===== src/wemc_pkg.sv =====
// Constants and types shared by the wake event, mask and edge controller
`default_nettype none
package wemc_pkg;
   // Register addresses on the controller's memory-mapped space
   localparam logic [15:0] ADDR_SERIAL_IRQ_GEN = 16'h7f52;
   localparam logic [15:0] ADDR_SRC_LGPIO = 16'h7f55;
   localparam logic [15:0] ADDR_MASK_LGPIO = 16'h7f56;
   localparam logic [15:0] ADDR_ESEL_G0_LOW = 16'h7f57;
   localparam logic [15:0] ADDR_ESEL_G0_HIGH = 16'h7f58;
   localparam logic [15:0] ADDR_SRC_EDGE_G0 = 16'h7f59;
   localparam logic [15:0] ADDR_MASK_EDGE_G0 = 16'h7f5a;
   localparam logic [15:0] ADDR_ESEL_G1_LOW = 16'h7f5c;
   localparam logic [15:0] ADDR_ESEL_G1_HIGH = 16'h7f5d;
   localparam logic [15:0] ADDR_SRC_EDGE_G1 = 16'h7f5e;
   localparam logic [15:0] ADDR_MASK_EDGE_G1 = 16'h7f5f;
   localparam logic [15:0] ADDR_ESEL_G2_LOW = 16'h7f61;
   localparam logic [15:0] ADDR_ESEL_G2_HIGH = 16'h7f62;
   localparam logic [15:0] ADDR_SRC_EDGE_G2 = 16'h7f63;
   localparam logic [15:0] ADDR_SRC_FAN_FLOPPY = 16'h7f64;
   localparam logic [15:0] ADDR_MASK_FAN_FLOPPY = 16'h7f65;
   localparam logic [15:0] ADDR_MASK_EDGE_G2 = 16'h7f66;
   localparam logic [15:0] ADDR_POWER_GOOD_LOST = 16'h7f84;
   localparam logic [15:0] ADDR_HIB_COUNTDOWN = 16'h7ff3;

   // Reset values
   localparam logic [7:0] RST_REG = 8'h00;
   localparam logic [19:0] RST_PRESCALE = 20'h00000;

   // Field layouts
   localparam int SIRQ_SEL_LSB = 4;
   localparam int SIRQ_MAP_EN_BIT = 3;
   localparam int SIRQ_ASSERT_BIT = 2;
   localparam logic [7:0] SIRQ_WR_MASK = 8'hfc;
   localparam logic [7:0] FAN_FLOPPY_WR_MASK = 8'h07;
   localparam int PG_LOST_BIT = 0;

   // Wake groups: three edge groups, fan and floppy, host gpio
   localparam int GRP_EDGE0 = 0;
   localparam int GRP_EDGE1 = 1;
   localparam int GRP_EDGE2 = 2;
   localparam int GRP_FAN_FLOPPY = 3;
   localparam int GRP_LGPIO = 4;
   localparam int NUM_GRP = 5;
   localparam int NUM_EDGE_SRC = 24;
   localparam int NUM_ESEL = 6;

   // Edge select field encoding
   typedef enum logic [1:0] {
      EDGE_FALL = 2'b00,
      EDGE_RISE = 2'b01,
      EDGE_EITHER = 2'b10,
      EDGE_RSVD = 2'b11
   } wemc_edge_type;

   // Hibernation unit, counted in slow clock rising edges
   localparam int HIB_UNIT_S = 30;
   localparam int SLOW_CLK_HZ = 32768;
   localparam int HIB_TICK_EDGES = HIB_UNIT_S * SLOW_CLK_HZ;
endpackage
`default_nettype wire


===== src/wemc_wake_ctrl.sv =====
// Wake source masks, edge selects, hibernation timer and serial irq map
//
// Overview of operation
// - Mask bit one blocks its wake interrupt
// - Masked sources still latch; masks reset clear
// - Status bits stick until written with one
// - Fan and floppy mask: three low bits only
// - Infrared edge input has no digital filter
// - Hibernation counter: 8 bits, 30 s units
// - At zero counter holds and raises wake
// - Counter paced by the 32 kHz clock
// - Non-zero write loads and starts the count
// - Edge groups drive external inputs two-four
// - Edge field: fall, rise, either, reserved
// - Four 2-bit fields per select register
// - Reconfiguring edge select raises no interrupt by itself
// - Power-good loss sets flag, never while good
// - Power-good-lost flag drives power-fail interrupt
// - Flag clears by writing one to bit 0
// - Firmware can raise a host serial irq
// - Serial irq set and cleared only by firmware
// - Select 7:4, enable 3, assert 2, reserved 1:0
// - Disabled or select zero gives no irq
// - Line asserted only with enable and assert
`timescale 1ns/1ps
`default_nettype none
module wemc_wake_ctrl #(
   parameter int unsigned HIB_TICK_EDGES = wemc_pkg::HIB_TICK_EDGES
) (
   input wire logic i_clk,
   input wire logic i_rst,
   input wire logic [15:0] i_addr,
   input wire logic i_wr_en,
   input wire logic i_rd_en,
   input wire logic [7:0] i_wdata,
   input wire logic [23:0] i_edge_src,
   input wire logic [2:0] i_fan_floppy_wake,
   input wire logic [7:0] i_host_gpio_wake,
   input wire logic i_main_power_good_in,
   input wire logic i_slow_clk,
   output logic [7:0] o_rdata,
   output logic o_ext_irq_input_two,
   output logic o_ext_irq_input_three,
   output logic o_ext_irq_input_four,
   output logic o_other_wake_irq,
   output logic o_hib_wake,
   output logic o_power_fail_irq,
   output logic [15:0] o_host_irq
);

   localparam logic [19:0] PRE_LAST = 20'(HIB_TICK_EDGES - 1);

   logic [7:0] mask_q [wemc_pkg::NUM_GRP];
   logic [7:0] mask_d [wemc_pkg::NUM_GRP];
   logic [7:0] src_q [wemc_pkg::NUM_GRP];
   logic [7:0] src_d [wemc_pkg::NUM_GRP];
   logic [7:0] esel_q [wemc_pkg::NUM_ESEL];
   logic [7:0] esel_d [wemc_pkg::NUM_ESEL];
   logic [7:0] ev [wemc_pkg::NUM_GRP];
   logic [7:0] sirq_q;
   logic [7:0] sirq_d;
   logic pg_q;
   logic pg_d;
   logic pg_prev_q;
   logic [23:0] edge_prev_q;
   logic [23:0] edge_ev;
   logic [7:0] hib_q;
   logic [7:0] hib_d;
   logic [19:0] pre_q;
   logic [19:0] pre_d;
   logic slow_prev_q;
   logic slow_rise;
   logic hib_wr;
   logic wake_d;
   logic [7:0] rdata_d;
   logic irq2_d;
   logic irq3_d;
   logic irq4_d;
   logic other_d;
   logic [15:0] host_irq_d;

   // Edge detection per selectable source; no glitch filter is applied,
   // so a noisy infrared line needs an external filter
   genvar gi;
   generate
      for (gi = 0; gi < wemc_pkg::NUM_EDGE_SRC; gi++) begin : g_edge
         logic [1:0] sel;
         logic rise;
         logic fall;
         assign sel = esel_q[gi / 4][2 * (gi % 4) +: 2];
         assign rise = i_edge_src[gi] & ~edge_prev_q[gi];
         assign fall = ~i_edge_src[gi] & edge_prev_q[gi];
         // Reserved code detects nothing
         always_comb begin
            case (sel)
               wemc_pkg::EDGE_FALL: edge_ev[gi] = fall;
               wemc_pkg::EDGE_RISE: edge_ev[gi] = rise;
               wemc_pkg::EDGE_EITHER: edge_ev[gi] = rise | fall;
               default: edge_ev[gi] = 1'b0;
            endcase
         end
      end
   endgenerate

   // Event vectors per wake group; fan, floppy and gpio are level events
   always_comb begin
      ev[wemc_pkg::GRP_EDGE0] = edge_ev[7:0];
      ev[wemc_pkg::GRP_EDGE1] = edge_ev[15:8];
      ev[wemc_pkg::GRP_EDGE2] = edge_ev[23:16];
      ev[wemc_pkg::GRP_FAN_FLOPPY] = {5'h00, i_fan_floppy_wake};
      ev[wemc_pkg::GRP_LGPIO] = i_host_gpio_wake;
   end

   // Register writes, sticky status and the power-good flag
   always_comb begin
      mask_d = mask_q;
      esel_d = esel_q;
      sirq_d = sirq_q;
      for (int g = 0; g < wemc_pkg::NUM_GRP; g++) begin
         src_d[g] = src_q[g];
      end
      pg_d = pg_q;
      if (i_wr_en) begin
         case (i_addr)
            wemc_pkg::ADDR_MASK_EDGE_G0:
               mask_d[wemc_pkg::GRP_EDGE0] = i_wdata;
            wemc_pkg::ADDR_MASK_EDGE_G1:
               mask_d[wemc_pkg::GRP_EDGE1] = i_wdata;
            wemc_pkg::ADDR_MASK_EDGE_G2:
               mask_d[wemc_pkg::GRP_EDGE2] = i_wdata;
            wemc_pkg::ADDR_MASK_FAN_FLOPPY:
               mask_d[wemc_pkg::GRP_FAN_FLOPPY] =
                  i_wdata & wemc_pkg::FAN_FLOPPY_WR_MASK;
            wemc_pkg::ADDR_MASK_LGPIO:
               mask_d[wemc_pkg::GRP_LGPIO] = i_wdata;
            wemc_pkg::ADDR_SRC_EDGE_G0:
               src_d[wemc_pkg::GRP_EDGE0] = src_q[0] & ~i_wdata;
            wemc_pkg::ADDR_SRC_EDGE_G1:
               src_d[wemc_pkg::GRP_EDGE1] = src_q[1] & ~i_wdata;
            wemc_pkg::ADDR_SRC_EDGE_G2:
               src_d[wemc_pkg::GRP_EDGE2] = src_q[2] & ~i_wdata;
            wemc_pkg::ADDR_SRC_FAN_FLOPPY:
               src_d[wemc_pkg::GRP_FAN_FLOPPY] = src_q[3] & ~i_wdata;
            wemc_pkg::ADDR_SRC_LGPIO:
               src_d[wemc_pkg::GRP_LGPIO] = src_q[4] & ~i_wdata;
            // New select takes effect next cycle; the change itself
            // produces no status, since events come only from input edges
            wemc_pkg::ADDR_ESEL_G0_LOW: esel_d[0] = i_wdata;
            wemc_pkg::ADDR_ESEL_G0_HIGH: esel_d[1] = i_wdata;
            wemc_pkg::ADDR_ESEL_G1_LOW: esel_d[2] = i_wdata;
            wemc_pkg::ADDR_ESEL_G1_HIGH: esel_d[3] = i_wdata;
            wemc_pkg::ADDR_ESEL_G2_LOW: esel_d[4] = i_wdata;
            wemc_pkg::ADDR_ESEL_G2_HIGH: esel_d[5] = i_wdata;
            // Only firmware touches this register
            wemc_pkg::ADDR_SERIAL_IRQ_GEN:
               sirq_d = i_wdata & wemc_pkg::SIRQ_WR_MASK;
            wemc_pkg::ADDR_POWER_GOOD_LOST:
               if (i_wdata[wemc_pkg::PG_LOST_BIT]) begin
                  pg_d = 1'b0;
               end
            default: ;
         endcase
      end
      // Events latch regardless of mask; set wins over clear
      for (int g = 0; g < wemc_pkg::NUM_GRP; g++) begin
         src_d[g] = src_d[g] | ev[g];
      end
      // Flag only sets on a falling power-good
      if (pg_prev_q && !i_main_power_good_in) begin
         pg_d = 1'b1;
      end
   end

   // Register state; pg_prev resets high so a dead plane at reset flags
   always_ff @(posedge i_clk or posedge i_rst) begin
      if (i_rst) begin
         for (int g = 0; g < wemc_pkg::NUM_GRP; g++) begin
            mask_q[g] <= wemc_pkg::RST_REG;
            src_q[g] <= wemc_pkg::RST_REG;
         end
         for (int e = 0; e < wemc_pkg::NUM_ESEL; e++) begin
            esel_q[e] <= wemc_pkg::RST_REG;
         end
         sirq_q <= wemc_pkg::RST_REG;
         pg_q <= 1'b0;
         pg_prev_q <= 1'b1;
         edge_prev_q <= 24'h000000;
      end else begin
         mask_q <= mask_d;
         src_q <= src_d;
         esel_q <= esel_d;
         sirq_q <= sirq_d;
         pg_q <= pg_d;
         pg_prev_q <= i_main_power_good_in;
         edge_prev_q <= i_edge_src;
      end
   end

   // Hibernation countdown, stepped by a prescaler of slow clock edges
   always_comb begin
      slow_rise = i_slow_clk & ~slow_prev_q;
      hib_wr = i_wr_en && (i_addr == wemc_pkg::ADDR_HIB_COUNTDOWN);
      hib_d = hib_q;
      pre_d = pre_q;
      wake_d = 1'b0;
      if (hib_wr) begin
         // A zero write stops the timer without a wake
         hib_d = i_wdata;
         pre_d = wemc_pkg::RST_PRESCALE;
      end else if (hib_q != 8'h00 && slow_rise) begin
         if (pre_q == PRE_LAST) begin
            pre_d = wemc_pkg::RST_PRESCALE;
            hib_d = hib_q - 8'h01;
            wake_d = (hib_q == 8'h01);
         end else begin
            pre_d = pre_q + 20'h00001;
         end
      end
   end

   // Hibernation state
   always_ff @(posedge i_clk or posedge i_rst) begin
      if (i_rst) begin
         hib_q <= wemc_pkg::RST_REG;
         pre_q <= wemc_pkg::RST_PRESCALE;
         slow_prev_q <= 1'b0;
         o_hib_wake <= 1'b0;
      end else begin
         hib_q <= hib_d;
         pre_q <= pre_d;
         slow_prev_q <= i_slow_clk;
         o_hib_wake <= wake_d;
      end
   end

   // Interrupt outputs computed from next state so the flops mirror
   // the registers with no extra lag; read data from current state
   always_comb begin
      irq2_d = |(src_d[0] & ~mask_d[0]);
      irq3_d = |(src_d[1] & ~mask_d[1]);
      irq4_d = |(src_d[2] & ~mask_d[2]);
      other_d = |(src_d[3] & ~mask_d[3]) | |(src_d[4] & ~mask_d[4]);
      host_irq_d = 16'h0000;
      // Select zero maps to bit 0, which is never driven
      if (sirq_d[wemc_pkg::SIRQ_MAP_EN_BIT] &&
          sirq_d[wemc_pkg::SIRQ_ASSERT_BIT]) begin
         host_irq_d[sirq_d[7:4]] = 1'b1;
      end
      host_irq_d[0] = 1'b0;
      rdata_d = o_rdata;
      if (i_rd_en) begin
         case (i_addr)
            wemc_pkg::ADDR_MASK_EDGE_G0: rdata_d = mask_q[0];
            wemc_pkg::ADDR_MASK_EDGE_G1: rdata_d = mask_q[1];
            wemc_pkg::ADDR_MASK_EDGE_G2: rdata_d = mask_q[2];
            wemc_pkg::ADDR_MASK_FAN_FLOPPY: rdata_d = mask_q[3];
            wemc_pkg::ADDR_MASK_LGPIO: rdata_d = mask_q[4];
            wemc_pkg::ADDR_SRC_EDGE_G0: rdata_d = src_q[0];
            wemc_pkg::ADDR_SRC_EDGE_G1: rdata_d = src_q[1];
            wemc_pkg::ADDR_SRC_EDGE_G2: rdata_d = src_q[2];
            wemc_pkg::ADDR_SRC_FAN_FLOPPY: rdata_d = src_q[3];
            wemc_pkg::ADDR_SRC_LGPIO: rdata_d = src_q[4];
            wemc_pkg::ADDR_ESEL_G0_LOW: rdata_d = esel_q[0];
            wemc_pkg::ADDR_ESEL_G0_HIGH: rdata_d = esel_q[1];
            wemc_pkg::ADDR_ESEL_G1_LOW: rdata_d = esel_q[2];
            wemc_pkg::ADDR_ESEL_G1_HIGH: rdata_d = esel_q[3];
            wemc_pkg::ADDR_ESEL_G2_LOW: rdata_d = esel_q[4];
            wemc_pkg::ADDR_ESEL_G2_HIGH: rdata_d = esel_q[5];
            wemc_pkg::ADDR_SERIAL_IRQ_GEN: rdata_d = sirq_q;
            wemc_pkg::ADDR_POWER_GOOD_LOST: rdata_d = {7'h00, pg_q};
            wemc_pkg::ADDR_HIB_COUNTDOWN: rdata_d = hib_q;
            default: rdata_d = 8'h00;
         endcase
      end
   end

   // Output flops
   always_ff @(posedge i_clk or posedge i_rst) begin
      if (i_rst) begin
         o_rdata <= wemc_pkg::RST_REG;
         o_ext_irq_input_two <= 1'b0;
         o_ext_irq_input_three <= 1'b0;
         o_ext_irq_input_four <= 1'b0;
         o_other_wake_irq <= 1'b0;
         o_power_fail_irq <= 1'b0;
         o_host_irq <= 16'h0000;
      end else begin
         o_rdata <= rdata_d;
         o_ext_irq_input_two <= irq2_d;
         o_ext_irq_input_three <= irq3_d;
         o_ext_irq_input_four <= irq4_d;
         o_other_wake_irq <= other_d;
         o_power_fail_irq <= pg_d;
         o_host_irq <= host_irq_d;
      end
   end
endmodule
`default_nettype wire


===== config.mk =====
export PLATFORM = sky130hd
export DESIGN_NAME = wemc_wake_ctrl
export DESIGN_NICKNAME = d
export VERILOG_FILES = /design/src/wemc_pkg.sv /design/src/wemc_wake_ctrl.sv
export SDC_FILE = /design/constraint.sdc
export NUM_CORES = 1
export LEC_CHECK = 0
export BUFFER_PORTS_ARGS = -buffer_cell sky130_fd_sc_hd__buf_4
export CORE_ASPECT_RATIO = 0.6
export CORE_MARGIN = 2
export CORE_UTILIZATION = 54
export CTS_CLUSTER_SIZE = 24
export DETAILED_ROUTE_END_ITERATION = 7
export GPL_TIMING_DRIVEN = 0
export HOLD_SLACK_MARGIN = 0.02
export PLACE_DENSITY_LB_ADDON = 0.2
export SKIP_LAST_GASP = 1
export SYNTH_ARGS = -nofsm -noshare
export SYNTH_HDL_FRONTEND = slang
export SYNTH_SLANG_ARGS = --single-unit
export TNS_END_PERCENT = 5

===== constraint.sdc =====
create_clock -name i_clk -period 6.5 [get_ports i_clk]
set_input_delay 0.975 -clock i_clk [delete_from_list [all_inputs] [get_ports i_clk]]
set_output_delay 0.975 -clock i_clk [all_outputs]
set_load 0.02 [all_outputs]

# [Yosys cells after proc, flatten, opt, wreduce, memory -nomap -nowiden]
# Index checks and enable logic that the tools add are counted.
[totals] reg_bits=217 latchBits=0 ramBits=0 romBits=0 output_inout_bits=30 n_memories=0
[classes] addsub=2 n_mul=0 div=0 n_lt_le_gt_ge=2 n_eq_ne=69 shifts=0 n_mux=55 bitwise=144 n_reduce_logical=49
[op_table] cell="== test 16 x 15 -> 1 bit (second input constant)" n=19
[op_table] cell="one-hot mux 8 bit (19 select lines)" n=1
[op_table] cell="2-to-1 mux 8 bit" n=15
[op_table] cell="bitwise AND 8 bit" n=10
[op_table] cell="2-to-1 mux 40 bit" n=2
[op_table] cell="one-hot mux 1 bit (3 select lines)" n=24
[op_table] cell="2-to-1 mux 20 bit" n=3
[op_table] cell="bitwise AND 1 bit" n=49
[op_table] cell="inverter 1 bit" n=49
[op_table] cell="== test 2 x 1 -> 1 bit (second input constant)" n=24
[op_table] cell="== test 2 bit (second input constant)" n=24
[op_table] cell="logical NOT 2 bit" n=24
[op_table] cell="inverter 8 bit" n=6
[op_table] cell="OR reduction 8 bit" n=5
[op_table] cell="bitwise OR 8 bit" n=4
[op_table] cell="bitwise OR 1 bit" n=25
[op_table] cell="adder 20 x 1 -> 20 bit (second input constant)" n=1
[op_table] cell="== test 20 bit (second input constant)" n=1
[op_table] cell="2-to-1 mux 16 bit" n=1
[op_table] cell="AND reduction 2 bit" n=7
[op_table] cell="nonzero test 2 bit" n=5
[op_table] cell="== test 8 x 1 -> 1 bit (second input constant)" n=1
[op_table] cell="2-to-1 mux 1 bit" n=8
[op_table] cell="bitwise OR 8 x 3 -> 8 bit" n=1
[op_table] cell="8 further kinds" n=12

# [Longest topological paths before layout]
# Gate-level depths: netlist of run 1.
[depth] ltp_word=8 mapped_depth=11

# [Worst setup path before layout of run 1]
# OpenSTA, ideal clock, no wires.
[synth_path] kind="input to register" start="input port i_addr[7]" end="register o_ext_irq_input_two" setup_time_ps=134 t_arrival_ps=2807 t_required_ps=6366 setup_slack_ps=3558 path_stages=10 n_path_buf=3 cell_sequence="nand4bb_4 > or3_1 > buf_6 > buf_6 > or3_1 > buf_2 > o21ai_0 > nand2_1 > a32oi_1 > nand4_1"
[synth_rtl] item="from (decl)" line="wemc_wake_ctrl.sv:32" source="input wire logic [15:0] i_addr,"
[synth_rtl] item="to (signal assigned)" line="wemc_wake_ctrl.sv:289" source="o_ext_irq_input_two <= irq2_d;"
[synth_rtl] item="to (decl)" line="wemc_wake_ctrl.sv:42" source="output logic o_ext_irq_input_two,"

# [Worst setup path after layout of run 1]
[layout_path] start="input port i_addr[7]" end="register o_ext_irq_input_two"
[layout_via] elab_chain_cells=6 elab_cells_between_ends=10 classes_between="eq/ne: 2; mux: 4; bitwise: 3; reduce/logical: 1"
[layout_lines] item="== test 16 x 15 -> 1 bit" line="wemc_wake_ctrl.sv:124" source="case (i_addr)"
[layout_lines] item="2-to-1 mux 8 bit" line="wemc_wake_ctrl.sv:124"
[layout_lines] item="2-to-1 mux 40 bit" line="wemc_wake_ctrl.sv:123" source="if (i_wr_en) begin"
[layout_lines] item="bitwise OR 8 bit or inverter 8 bit (tied branches)" line="wemc_wake_ctrl.sv:166, wemc_wake_ctrl.sv:239"
[layout_lines] item="bitwise AND 8 bit *" line="wemc_wake_ctrl.sv:239" source="irq2_d = |(src_d[0] & ~mask_d[0]);"
[layout_lines] item="OR reduction 8 bit *" line="wemc_wake_ctrl.sv:239"
[layout_lines] item="net irq2_d" line="wemc_wake_ctrl.sv:76" source="logic irq2_d;"
# The timed path passes the listed nets; every way through them passes the cells marked *.
# A chain may end at the register's enable or synchronous reset.

==> results of run 1 <==
[worst max-delay path: stages]
cell	delay [ps]
sky130_fd_sc_hd__buf_4	120
sky130_fd_sc_hd__nand4bb_4	260
sky130_fd_sc_hd__or3_1	400
sky130_fd_sc_hd__buf_6	160
sky130_fd_sc_hd__nor3_1	780
sky130_fd_sc_hd__nand2_1	490
sky130_fd_sc_hd__mux2i_1	340
sky130_fd_sc_hd__a32oi_1	300
sky130_fd_sc_hd__nand4_1	230
[power by group]
part / internal [W] / total, W / switching, W / leakage [nW]
Combinational: 0.0000753 / 0.000206 / 0.000130 / 3.01
Sequential: 0.00138 / 0.00140 / 0.0000217 / 2.75
Clock: 0.000725 / 0.00125 / 0.000526 / 0.334
Total: 0.00218 / 0.00285 / 0.000678 / 6.09
[through the flow]
stage               total power [W]  setup slack (ps)  instances  hold WS, ps  cell area [sq um]
finish                      0.00285              2750       1440          395              12900
global route                0.00295              2760       1440          404              12900
CTS                         0.00286              3040       1440          397              12900
detailed placement          0.00162              2520       1403          488              12200
global placement            0.00161              1320       1394          478              12100
floorplan                   0.00152              2700       1031          453              11000
[final cells by class]
type                            instances  area [sq um]  share of cell area (%)
Tap cell                              273           342                    2.65
Inverter                               89           338                    2.62
Clock buffer                           33           611                    4.73
Clock inverter                          4          73.8                   0.572
Sequential cell                       217          5430                    42.1
Multi-Input combinational cell        688          5080                    39.4
Buffer                                 37           199                    1.54
Timing Repair Buffer                   99           818                    6.35
[state kept, by name, indices dropped and copies added (netlist names), 6 cells and up]
signal,cells
mask_q,40
esel_q,48
sirq_q,6
pre_q,20
edge_prev_q,24
src_q,40
o_rdata,8
hib_q,8
o_host_irq,15
[layer usage]
| layer | GRT usage [%] | share of wire [%] | vias to the layer above |
|---|---|---|---|
| met4 | 5.89 | 1.7 | 0 |
| met5 | 0 | 0 | - |
| met1 | 48.8 | 45 | 4418 |
| li1 | - | - | 3956 |
| met2 | 42.7 | 38 | 519 |
| met3 | 15.0 | 15 | 45 |
[synthesized netlist by cell type, drive strengths merged, types with 9 or more instances]
cell type,count
nand3,33
dfrtp,216
o21ai,78
nor4,13
clkbuf,20
mux2i,27
nor3,13
nor2,67
a32oi,20
a221oi,19
ha,52
nor2b,15
nand4,11
mux2,77
buf,17
a21oi,18
nand2,92
a221o,9
a22o,13
or3,12
a22oi,34
and3,12
xor2,15
inv,89
[layout by cell type (no fill, tap or decap), types with 3 or more instances in the layout]
cell / n
sky130_fd_sc_hd__nor2b_1: 15
sky130_fd_sc_hd__nand4bb_1: 4
sky130_fd_sc_hd__a32oi_1: 20
sky130_fd_sc_hd__or4_1: 4
sky130_fd_sc_hd__o21ai_0: 74
sky130_fd_sc_hd__a221o_1: 9
sky130_fd_sc_hd__nor4_2: 4
sky130_fd_sc_hd__a22oi_1: 34
sky130_fd_sc_hd__nor3_1: 10
sky130_fd_sc_hd__clkbuf_16: 21
sky130_fd_sc_hd__a221oi_1: 19
sky130_fd_sc_hd__or3_1: 12
sky130_fd_sc_hd__a21oi_1: 18
sky130_fd_sc_hd__buf_12: 6
sky130_fd_sc_hd__mux2_2: 77
sky130_fd_sc_hd__or2_1: 3
sky130_fd_sc_hd__clkbuf_8: 4
sky130_fd_sc_hd__clkbuf_1: 28
sky130_fd_sc_hd__nor4_4: 3
sky130_fd_sc_hd__o22ai_1: 6
sky130_fd_sc_hd__and3_1: 12
sky130_fd_sc_hd__xnor2_1: 6
sky130_fd_sc_hd__and2_1: 3
sky130_fd_sc_hd__o21ai_1: 4
sky130_fd_sc_hd__dfrtp_1: 216
sky130_fd_sc_hd__ha_1: 52
sky130_fd_sc_hd__xor2_1: 15
sky130_fd_sc_hd__buf_6: 5
sky130_fd_sc_hd__nand2_1: 90
sky130_fd_sc_hd__a222oi_1: 4
sky130_fd_sc_hd__nand2b_1: 7
sky130_fd_sc_hd__nor2_1: 65
sky130_fd_sc_hd__mux2i_1: 24
sky130_fd_sc_hd__nand4_1: 11
sky130_fd_sc_hd__nor4_1: 6
sky130_fd_sc_hd__buf_4: 97
sky130_fd_sc_hd__nand3_1: 33
sky130_fd_sc_hd__a22o_1: 13
sky130_fd_sc_hd__buf_2: 6
sky130_fd_sc_hd__inv_1: 88
[cell families after synthesis]
| kind of cell | Yosys count | share of synthesized area [%] |
|---|---|---|
| adders and majority gates | 52 | 5.90 |
| and+or+nand+nor | 302 | 14.7 |
| xor gates and xnor gates | 21 | 1.67 |
| AOI/OAI and AO/OA | 208 | 13.0 |
| buffers and inverters | 126 | 4.83 |
| other | 1 | 0.0340 |
| muxes | 104 | 10.6 |
| DFF | 217 | 49.2 |
[worst min-delay path by stage]
| stage | end | slack, ps |
|---|---|---|
| after floorplan | mask_q[33] | 450 |
| after global placement | mask_q[26] | 480 |
| after detailed placement | mask_q[24] | 490 |
| after CTS | edge_prev_q[19] | 400 |
| after global routing | edge_prev_q[19] | 400 |
| final | esel_q[10] | 390 |
==> results_tabular.tex, run 1 <==
\begin{tabular}{lr}
\hline
Metric & Value \\
\hline
\multicolumn{2}{l}{\textbf{Floorplan}} \\
Number of ports placed on the die boundary & 95 \\
Die W & 189 um \\
Row count & 40 \\
Y dimension of the die & 115 um \\
Initial Utilization & 55.1\% \\
Area of the die & 21600 sq um \\
Placeable core region & 20000 sq um \\
\multicolumn{2}{l}{\textbf{Logic synthesis}} \\
Top\_reg\_cell synth & sky130\_fd\_sc\_hd\_\_dfrtp\_1 \\
Async set-or-reset flop fraction in the synthesized netlist & 100\% \\
Cells after synthesis & 1031 \\
Unique masters post-synth & 63 \\
Average size of a mapped cell & 10.7 sq um \\
Number of nets in the synthesized netlist & 1148 \\
Area share of the largest cell type after synthesis & 49.0\% \\
Cell types with the largest area share after synthesis & sky130\_fd\_sc\_hd\_\_dfrtp\_1 (49\%), sky130\_fd\_sc\_hd\_\_mux2\_2 (7.9\%), sky130\_fd\_sc\_hd\_\_ha\_1 (5.9\%), sky130\_fd\_sc\_hd\_\_o21ai\_0 (3.4\%), sky130\_fd\_sc\_hd\_\_nand2\_1 (3.1\%) \\
Sequential cell area fraction in the yosys report & 49.2\% \\
Count of flip-flops with a built-in enable after synthesis & 0 \\
Count of synthesis-stage warnings from yosys & 0 \\
Biggest area consumer among synthesized cells & sky130\_fd\_sc\_hd\_\_dfrtp\_1 \\
Cell area after synthesis & 11000 sq um \\
Number of flip-flops and latches in the synthesized netlist & 217 \\
\multicolumn{2}{l}{\textbf{CTS}} \\
CTS Hold Buffers Added & 0 \\
Buffers inserted by post-CTS timing repair & 0 \\
Clk sinks & 217 \\
Root buffer selected by CTS & sky130\_fd\_sc\_hd\_\_clkbuf\_16 \\
Number of levels in the clock H-tree & 1 \\
Skew-Pair Late Insertion Delay & 520 ps \\
Clock tree from TritonCTS & yes \\
Number of buffers created by CTS & 21 \\
Longest Clk Path Bufs & 3 \\
Number of cells upsized or downsized after cts & 0 \\
Clock transition at path regs & 70 ps \\
\multicolumn{2}{l}{\textbf{Critical path}} \\
Data arrival at the endpoint of the critical path & 4060 ps \\
Worst setup path endpoint & o\_ext\_irq\_input\_two \\
CP startpoint & i\_addr[7] \\
Worst flop-to-flop path startpoint & hib\_q[0] \\
End of the worst register-to-register path & pre\_q[19] \\
Worst reg2reg setup slack & 3960 ps \\
Worst Setup Start Kind & primary input \\
Critical path class & primary input to flop \\
Worst Path Required & 6810 ps \\
Worst Reg2Reg Path Length in Cells & 9 \\
Critical Path Sink Type & flop \\
Worst Path Max Fanout & 8 \\
\multicolumn{2}{l}{\textbf{Place}} \\
Routability congestion estimate & 1.01 \\
Post-detail-place hpwl & 25.9 mm \\
Number of port buffers & 90 \\
\multicolumn{2}{l}{\textbf{Job}} \\
Number of max-capacitance violations reported & 0 \\
\multicolumn{2}{l}{\textbf{Routing}} \\
Average via count per standard cell & 6.21 \\
Post-detailed-route wirelength per cell & 23.9 um \\
Initial DRC count & 1063 \\
Antenna Violating Nets Remaining & 0 \\
Residual DRC & 0 \\
Total Wirelength & 34.5 mm \\
Detailed-router iteration count before antenna repair & 5 \\
Via count & 8938 \\
\multicolumn{2}{l}{\textbf{Timing}} \\
Post-route fraction of the period consumed by the critical path & 57.6\% \\
Worst relative slew slack & 32.1\% \\
Final Max Tran Viols & 0 \\
Final Hold Fails & 0 \\
Final-report setup violation count & 0 \\
Final critical-path required period & 3750 ps \\
Setup TNS & 0 ps \\
Largest clock skew in the final design & 18.0 ps \\
Actual transition at the worst max-transition pin & 1010 ps \\
Unrepaired setup endpoints after global routing & false \\
Max Clock Freq & 267 MHz \\
\multicolumn{2}{l}{\textbf{Cells and area}} \\
Fraction of layout instances using a drive strength above 1 & 21.1\% \\
Util after Layout & 64.4\% \\
Number of fill cells in the layout & 1664 \\
Total number of nets in the final design & 1270 \\
Antenna cell count & 0 \\
Post-synthesis to final-layout area growth & 16.9\% \\
\multicolumn{2}{l}{\textbf{Worst hold path}} \\
Path category of the worst min-delay check & primary input to asynchronous set/reset pin \\
\multicolumn{2}{l}{\textbf{Outcome}} \\
Outcome & complete, no violations \\
\multicolumn{2}{l}{\textbf{Global routing}} \\
GRT Overall Usage & 32.4\% \\
Via count of the first global-routing pass & 8763 \\
Global-route wire length before repair & 52.2 mm \\
Number of antenna violations at the first check in global routing & 0 \\
Global route total overflow & 0 \\
Pin count of the biggest net entering global routing & 42 \\
\multicolumn{2}{l}{\textbf{Power}} \\
Reported leakage power & 6.09 nW \\
IR Drop Worst-Case VDD & 0.000180 V \\
Ratio of total power to cell area & 221 nW/um\^{}2 \\
\hline
\end{tabular}
Note: power is estimated with default switching activity, not from simulation.
==> run 2: changes to the inputs <==
- clock period: 6.5 -> 3.02 ns (I/O delays scaled with it)
==> results_tabular.tex, run 2 (synthesis gave the netlist of run 1 again) <==
\begin{tabular}{lr}
\hline
Metric & Value \\
\hline
\multicolumn{2}{l}{\textbf{Critical path}} \\
End of the worst register-to-register path & pre\_q[19] \\
Biggest cell delay along the critical path & 790 ps (about the same) \\
Data arrival at the endpoint of the critical path & 3380 ps (-680 ps) \\
Worst flop-to-flop path startpoint & hib\_q[0] \\
Worst Path Max Fanout & 10 (+2) \\
Worst Setup Start Kind & primary input \\
Standard cell with the maximum stage delay on the critical path & sky130\_fd\_sc\_hd\_\_nor4\_4 \\
Worst reg2reg setup slack & 490 ps (-3470 ps) \\
Worst Reg2Reg Path Length in Cells & 9 (unchanged) \\
Worst path cell trace & buf\_4 -> nand4bb\_1 -> or3\_1 -> clkbuf\_1 -> nor4\_4 -> nand2\_1 -> mux2\_2 \\
Critical path class & primary input to flop \\
Worst Path Required & 3420 ps (-3390 ps) \\
Critical Path Sink Type & flop \\
\multicolumn{2}{l}{\textbf{Place}} \\
Post-place setup slack & -438 ps (-2960 ps) \\
Placed cell count & 1403 (unchanged) \\
Routability congestion estimate & 1.01 (unchanged) \\
Post-detail-place hpwl & 25.9 mm (unchanged) \\
Post-place instance area & 12200 sq um (unchanged) \\
Number of port buffers & 90 (unchanged) \\
\multicolumn{2}{l}{\textbf{Global routing}} \\
GRT Overall Usage & 32.5\% (about the same) \\
Pin count of the biggest net entering global routing & 42 (unchanged) \\
Global-route wire length before repair & 52.2 mm (about the same) \\
Via count of the first global-routing pass & 8771 (+0.091\%) \\
Global route total overflow & 0 (unchanged) \\
Number of antenna violations at the first check in global routing & 0 (unchanged) \\
\multicolumn{2}{l}{\textbf{Routing}} \\
Via count & 8966 (+0.31\%) \\
Post-detailed-route wirelength per cell & 23.9 um (-0.12\%) \\
Detailed-router iteration count before antenna repair & 6 (+1) \\
Antenna Violating Nets Remaining & 0 (unchanged) \\
Residual DRC & 0 (unchanged) \\
Initial DRC count & 1028 (-3.3\%) \\
Average via count per standard cell & 6.22 (+0.24\%) \\
Total Wirelength & 34.5 mm (about the same) \\
\multicolumn{2}{l}{\textbf{Timing}} \\
Post-route fraction of the period consumed by the critical path & 99.0\% \\
Worst setup slack after layout & 31.6 ps (-2720 ps) \\
Largest clock skew in the final design & 11.5 ps (-6.51 ps) \\
Worst relative slew slack & 33.3\% (+1.2 points) \\
Final critical-path required period & 2990 ps \\
Unrepaired setup endpoints after global routing & true \\
Final Max Tran Viols & 0 (unchanged) \\
Final-report setup violation count & 0 (unchanged) \\
Actual transition at the worst max-transition pin & 992 ps (-18.4 ps) \\
Final Hold Fails & 0 (unchanged) \\
Max Clock Freq & 335 MHz \\
\multicolumn{2}{l}{\textbf{Job}} \\
Number of max-capacitance violations reported & 0 (unchanged) \\
\multicolumn{2}{l}{\textbf{CTS}} \\
Clock tree from TritonCTS & yes \\
Buffers inserted by post-CTS timing repair & 0 (unchanged) \\
Number of buffers created by CTS & 21 (unchanged) \\
Skew-Pair Late Insertion Delay & 510 ps (about the same) \\
Root buffer selected by CTS & sky130\_fd\_sc\_hd\_\_clkbuf\_16 \\
Clk sinks & 217 (unchanged) \\
Longest Clk Path Bufs & 3 (unchanged) \\
Clock transition at path regs & 60 ps (about the same) \\
Number of levels in the clock H-tree & 1 (unchanged) \\
\multicolumn{2}{l}{\textbf{Power}} \\
Ratio of total power to cell area & 476 nW/um\^{}2 (+120\%) \\
Reported leakage power & 6.09 nW (about the same) \\
Total Power & 0.00615 W (+120\%) \\
IR Drop Worst-Case VDD & 0.000384 V (+110\%) \\
\multicolumn{2}{l}{\textbf{Cells and area}} \\
Largest registers ranked by flip-flop count & esel\_q (48), mask\_q (40), src\_q (40) \\
Most used cells in the layout excluding fill and tap cells & sky130\_fd\_sc\_hd\_\_dfrtp\_1 (216), sky130\_fd\_sc\_hd\_\_buf\_4 (97), sky130\_fd\_sc\_hd\_\_nand2\_1 (90) \\
Fraction of layout instances using a drive strength above 1 & 21.1\% (+0.068 points) \\
Post-synthesis to final-layout area growth & 17.1\% \\
Total number of nets in the final design & 1271 (+0.079\%) \\
Register bank with the most flops & esel\_q \\
Util after Layout & 64.5\% (+0.075 points) \\
Number of standard cells in the final layout excluding fillers & 1441 (+0.069\%) \\
Most frequent standard cell in the layout excluding fill and tap cells & sky130\_fd\_sc\_hd\_\_dfrtp\_1 \\
Antenna cell count & 0 (unchanged) \\
Final Cell Area & 12900 sq um (+0.12\%) \\
Number of flip-flops in the largest register & 48 (unchanged) \\
\multicolumn{2}{l}{\textbf{Floorplan}} \\
Initial Utilization & 55.1\% (unchanged) \\
Placeable core region & 20000 sq um (unchanged) \\
Number of ports placed on the die boundary & 95 (unchanged) \\
Die W & 189 um (unchanged) \\
Y dimension of the die & 115 um (unchanged) \\
Area of the die & 21600 sq um (unchanged) \\
Row count & 40 (unchanged) \\
\multicolumn{2}{l}{\textbf{Worst hold path}} \\
Worst Hold Path Cells & 1 \\
Path category of the worst min-delay check & primary input to flop \\
Launch instance of the worst min-delay path & i\_slow\_clk \\
Worst min-delay path endpoint & slow\_prev\_q \\
\multicolumn{2}{l}{\textbf{Outcome}} \\
Outcome & complete, no violations \\
\hline
\end{tabular}
[run 2: cell count changes in the layout (fill, tap and decap cells not counted)]
cell / previous run / this run
sky130_fd_sc_hd__nor3_1: 10 / 9
sky130_fd_sc_hd__dlygate4sd3_1: 0 / 1
sky130_fd_sc_hd__nor3_2: 1 / 2
[run 2: power by group]
part	switching (W)	internal, W	leakage (nW)
clock network	0.00114	0.00156	0.334
registers	0.0000466	0.00296	2.75
logic	0.000282	0.000163	3.01
[run 2: through the flow]
step	hold slack [ps]	setup TNS [ps]
after floorplan	453	-55790
after global placement	478	-356440
after detailed placement	410	-6250
after CTS	48.6	0
after global routing	45.0	-81.1
final	56.4	0
[run 2: final cells by class]
type                            instances  area, sq um
Timing Repair Buffer                  100          828
Buffer                                 37          199
Inverter                               89          338
Multi-Input combinational cell        688         5090
Clock inverter                          4         73.8
Sequential cell                       217         5430
Clock buffer                           33          611
Fill cell                            1662         7110
Tap cell                              273          342
[run 2: critical path: cells and delay by family]
kind	cells	cell delay, ps
muxes	1	430
and+or+nand+nor	4	2090
buffers and inverters	2	400
[run 2: what timing repair did]
| item | 4_1_cts | 5_1_grt |
|---|---|---|
| endpoints found under the hold margin | 6 | 0 |
| setup endpoints to repair | 0 | 2 |
| gates resized for setup | 0 | 1 |
| hold buffers | 1 | 0 |
[run 2: routing by layer]
| layer | GRT usage, % | part of all wire, % | vias to the layer above |
|---|---|---|---|
| li1 | - | - | 3954 |
| met1 | 48.8 | 45 | 4421 |
| met2 | 42.8 | 38 | 537 |
| met3 | 15.0 | 15 | 54 |
| met4 | 5.89 | 1.9 | 0 |
| met5 | 0 | 0 | - |
[run 2: worst max-delay path by stage]
stage | from | end
floorplan | i_rst | edge_prev_q[0]
global placement | i_rst | edge_prev_q[11]
detailed placement | i_addr[7] | o_ext_irq_input_two
CTS | i_addr[7] | o_ext_irq_input_two
global route | i_addr[3] | o_other_wake_irq
finish | i_addr[4] | esel_q[12]
==> run 3: changes to the inputs <==
- PLACE_DENSITY: default -> 0.78
- PLACE_DENSITY_LB_ADDON: 0.2 -> default
==> results_tabular.tex, run 3 (synthesis gave the netlist of run 1 again) <==
\begin{tabular}{lr}
\hline
Metric & Value \\
\hline
\multicolumn{2}{l}{\textbf{Outcome}} \\
Outcome & complete, no violations \\
\multicolumn{2}{l}{\textbf{Timing}} \\
Unrepaired setup endpoints after global routing & true \\
Setup TNS & 0 ps (unchanged) \\
Worst relative slew slack & 24.2\% (-9.1 points) \\
Final-report setup violation count & 0 (unchanged) \\
Post-route fraction of the period consumed by the critical path & 99.8\% (+0.88 points) \\
Final Hold Fails & 0 (unchanged) \\
Final critical-path required period & 3020 ps (+26.7 ps) \\
Final Max Tran Viols & 0 (unchanged) \\
Worst setup slack after layout & 4.91 ps (-26.7 ps) \\
Largest clock skew in the final design & 16.0 ps (+4.53 ps) \\
Actual transition at the worst max-transition pin & 1130 ps (+135 ps) \\
Max Clock Freq & 332 MHz (-0.89\%) \\
\multicolumn{2}{l}{\textbf{Critical path}} \\
Biggest cell delay along the critical path & 460 ps (-330 ps) \\
CP bufs+invs & 3 (+1) \\
CP startpoint & i\_addr[3] \\
Worst path depth & 10 (+3) \\
Standard cell with the maximum stage delay on the critical path & sky130\_fd\_sc\_hd\_\_or4\_1 \\
Worst Reg2Reg Path Length in Cells & 9 (unchanged) \\
Critical path class & primary input to flop \\
Worst Path Max Fanout & 10 (unchanged) \\
Worst path cell trace & buf\_4 -> buf\_2 -> nand4bb\_2 -> or4\_1 -> clkbuf\_1 -> o21ai\_0 -> nor2b\_1 -> o22ai\_1 -> nor4\_1 -> nand4\_1 \\
Worst flop-to-flop path startpoint & hib\_q[2] \\
Critical Path Sink Type & flop \\
Worst reg2reg setup slack & 450 ps (-40 ps) \\
Worst setup path endpoint & o\_other\_wake\_irq \\
Worst Setup Start Kind & primary input \\
End of the worst register-to-register path & pre\_q[5] \\
Worst Path Required & 3390 ps (-30 ps) \\
Data arrival at the endpoint of the critical path & 3380 ps (about the same) \\
Worst path top cell family by delay & simple AND/OR/NAND/NOR gates \\
\multicolumn{2}{l}{\textbf{Floorplan}} \\
Y dimension of the die & 115 um (unchanged) \\
Number of ports placed on the die boundary & 95 (unchanged) \\
Placeable core region & 20000 sq um (unchanged) \\
Row count & 40 (unchanged) \\
Initial Utilization & 55.1\% (unchanged) \\
Die W & 189 um (unchanged) \\
Area of the die & 21600 sq um (unchanged) \\
\multicolumn{2}{l}{\textbf{CTS}} \\
CTS Hold Buffers Added & 0 (-1) \\
Number of levels in the clock H-tree & 1 (unchanged) \\
Clock tree from TritonCTS & yes \\
Skew-Pair Late Insertion Delay & 520 ps (about the same) \\
Number of buffers created by CTS & 21 (unchanged) \\
Buffers inserted by post-CTS timing repair & 0 (unchanged) \\
Clk sinks & 217 (unchanged) \\
Longest Clk Path Bufs & 3 (unchanged) \\
Number of cells upsized or downsized after cts & 0 (unchanged) \\
Clock transition at path regs & 60 ps (about the same) \\
Root buffer selected by CTS & sky130\_fd\_sc\_hd\_\_clkbuf\_16 \\
\multicolumn{2}{l}{\textbf{Cells and area}} \\
Fraction of layout instances using a drive strength above 1 & 21.5\% (+0.38 points) \\
Antenna cell count & 0 (unchanged) \\
Total number of nets in the final design & 1268 (-0.24\%) \\
Number of flip-flops in the largest register & 48 (unchanged) \\
Number of fill cells in the layout & 1627 (-2.1\%) \\
Register bank with the most flops & esel\_q \\
Final Cell Area & 12800 sq um (-0.52\%) \\
Post-synthesis to final-layout area growth & 16.4\% \\
Largest registers ranked by flip-flop count & esel\_q (48), mask\_q (40), src\_q (40) \\
Most used cells in the layout excluding fill and tap cells & sky130\_fd\_sc\_hd\_\_dfrtp\_1 (216), sky130\_fd\_sc\_hd\_\_buf\_4 (96), sky130\_fd\_sc\_hd\_\_nand2\_1 (90) \\
Most frequent standard cell in the layout excluding fill and tap cells & sky130\_fd\_sc\_hd\_\_dfrtp\_1 \\
\multicolumn{2}{l}{\textbf{Worst hold path}} \\
Launch instance of the worst min-delay path & i\_slow\_clk \\
Path category of the worst min-delay check & primary input to flop \\
\multicolumn{2}{l}{\textbf{Job}} \\
Number of max-capacitance violations reported & 0 (unchanged) \\
\multicolumn{2}{l}{\textbf{Power}} \\
Proportion of power drawn by the clock network & 42.5\% (-1.4 points) \\
Reported leakage power & 6.07 nW (-0.31\%) \\
Proportion of power drawn by combinational gates & 7.4\% (+0.2 points) \\
IR Drop Worst-Case VDD & 0.000343 V (-11\%) \\
Power dissipated by switching net loads & 0.00148 W (+0.97\%) \\
Total internal power & 0.00453 W (-3.4\%) \\
Fraction of power spent switching nets & 24.6\% (+0.81 points) \\
Ratio of total power to cell area & 467 nW/um\^{}2 (-1.8\%) \\
Part of the total power dissipated in sequential elements & 50.1\% (+1.2 points) \\
\multicolumn{2}{l}{\textbf{Routing}} \\
Average via count per standard cell & 6.26 (+0.62\%) \\
Initial DRC count & 1104 (+7.4\%) \\
Antenna Violating Nets Remaining & 0 (unchanged) \\
Total Wirelength & 34.5 mm (+0.16\%) \\
Post-detailed-route wirelength per cell & 24.0 um (+0.30\%) \\
Detailed-router iteration count before antenna repair & 6 (unchanged) \\
Via count & 9009 (+0.48\%) \\
Residual DRC & 0 (unchanged) \\
\multicolumn{2}{l}{\textbf{Place}} \\
Post-place instance area & 12200 sq um (-0.23\%) \\
Routability congestion estimate & 1.01 (+0.29\%) \\
Number of port buffers & 90 (unchanged) \\
Post-place setup slack & -414 ps (+23.2 ps) \\
Post-detail-place hpwl & 25.9 mm (about the same) \\
\multicolumn{2}{l}{\textbf{Global routing}} \\
Number of antenna violations at the first check in global routing & 0 (unchanged) \\
Global route total overflow & 0 (unchanged) \\
Pin count of the biggest net entering global routing & 43 (+2.4\%) \\
Via count of the first global-routing pass & 8642 (-1.5\%) \\
GRT Overall Usage & 32.2\% (-0.22 points) \\
Global-route wire length before repair & 52.0 mm (-0.34\%) \\
\hline
\end{tabular}
run 3: changes by cell type in the layout (fill, tap and decap cells not counted), sizes merged:
cell / delta
buf: -2
bufinv: -2
clkbuf: -4
clkinv: +7
dlygate4sd3: -1
run 3: cell type report:
cell class                 instances  area [sq um]  share of cell area [%]
tap                              273           342                    2.66
clock inverter                     9          48.8                   0.380
timing repair buffer              97           791                    6.16
sequential                       217          5430                    42.3
multi-input combinational        688          5090                    39.6
clock buffer                      29           606                    4.72
buffer                            37           199                    1.55
inverter                          89           338                    2.63
run 3: stage by stage:
stage          power (W)  utilization, %  hold WS [ps]  std cells
2_1_floorplan    0.00328               -           453       1031
3_3_place_gp     0.00346            60.2           481       1394
3_5_place_dp     0.00349            60.9           488       1401
4_1_cts          0.00603            64.1          44.9       1439
5_1_grt          0.00620            64.2          47.0       1439
6_report         0.00600            64.2          55.2       1439
run 3: worst min path at each step:
stage | endpoint | slack [ps] | depth (start not counted)
final | slow_prev_q | 60 | 1
after floorplan | mask_q[33] | 450 | 2
after global routing | slow_prev_q | 50 | 1
after CTS | slow_prev_q | 40 | 1
after global placement | mask_q[32] | 480 | 2
after detailed placement | mask_q[26] | 490 | 2
run 3: per-layer routing:
layer  global-route usage (%)  vias to the layer above  wire, um
li1                         -                     3937         -
met2                     42.1                      587     13200
met4                     7.86                        0       891
met5                        0                        -         0
met1                     46.8                     4404     14900
met3                     16.7                       81      5550
run 3: power groups by stage:
stage                     registers [W]  clock network (W)  logic (W)
after global placement          0.00306                  0   0.000405
after CTS                       0.00301            0.00258   0.000438
final                           0.00301            0.00255   0.000443
after global routing            0.00301            0.00270   0.000489
after detailed placement        0.00306                  0   0.000433
after floorplan                 0.00305                  0   0.000227
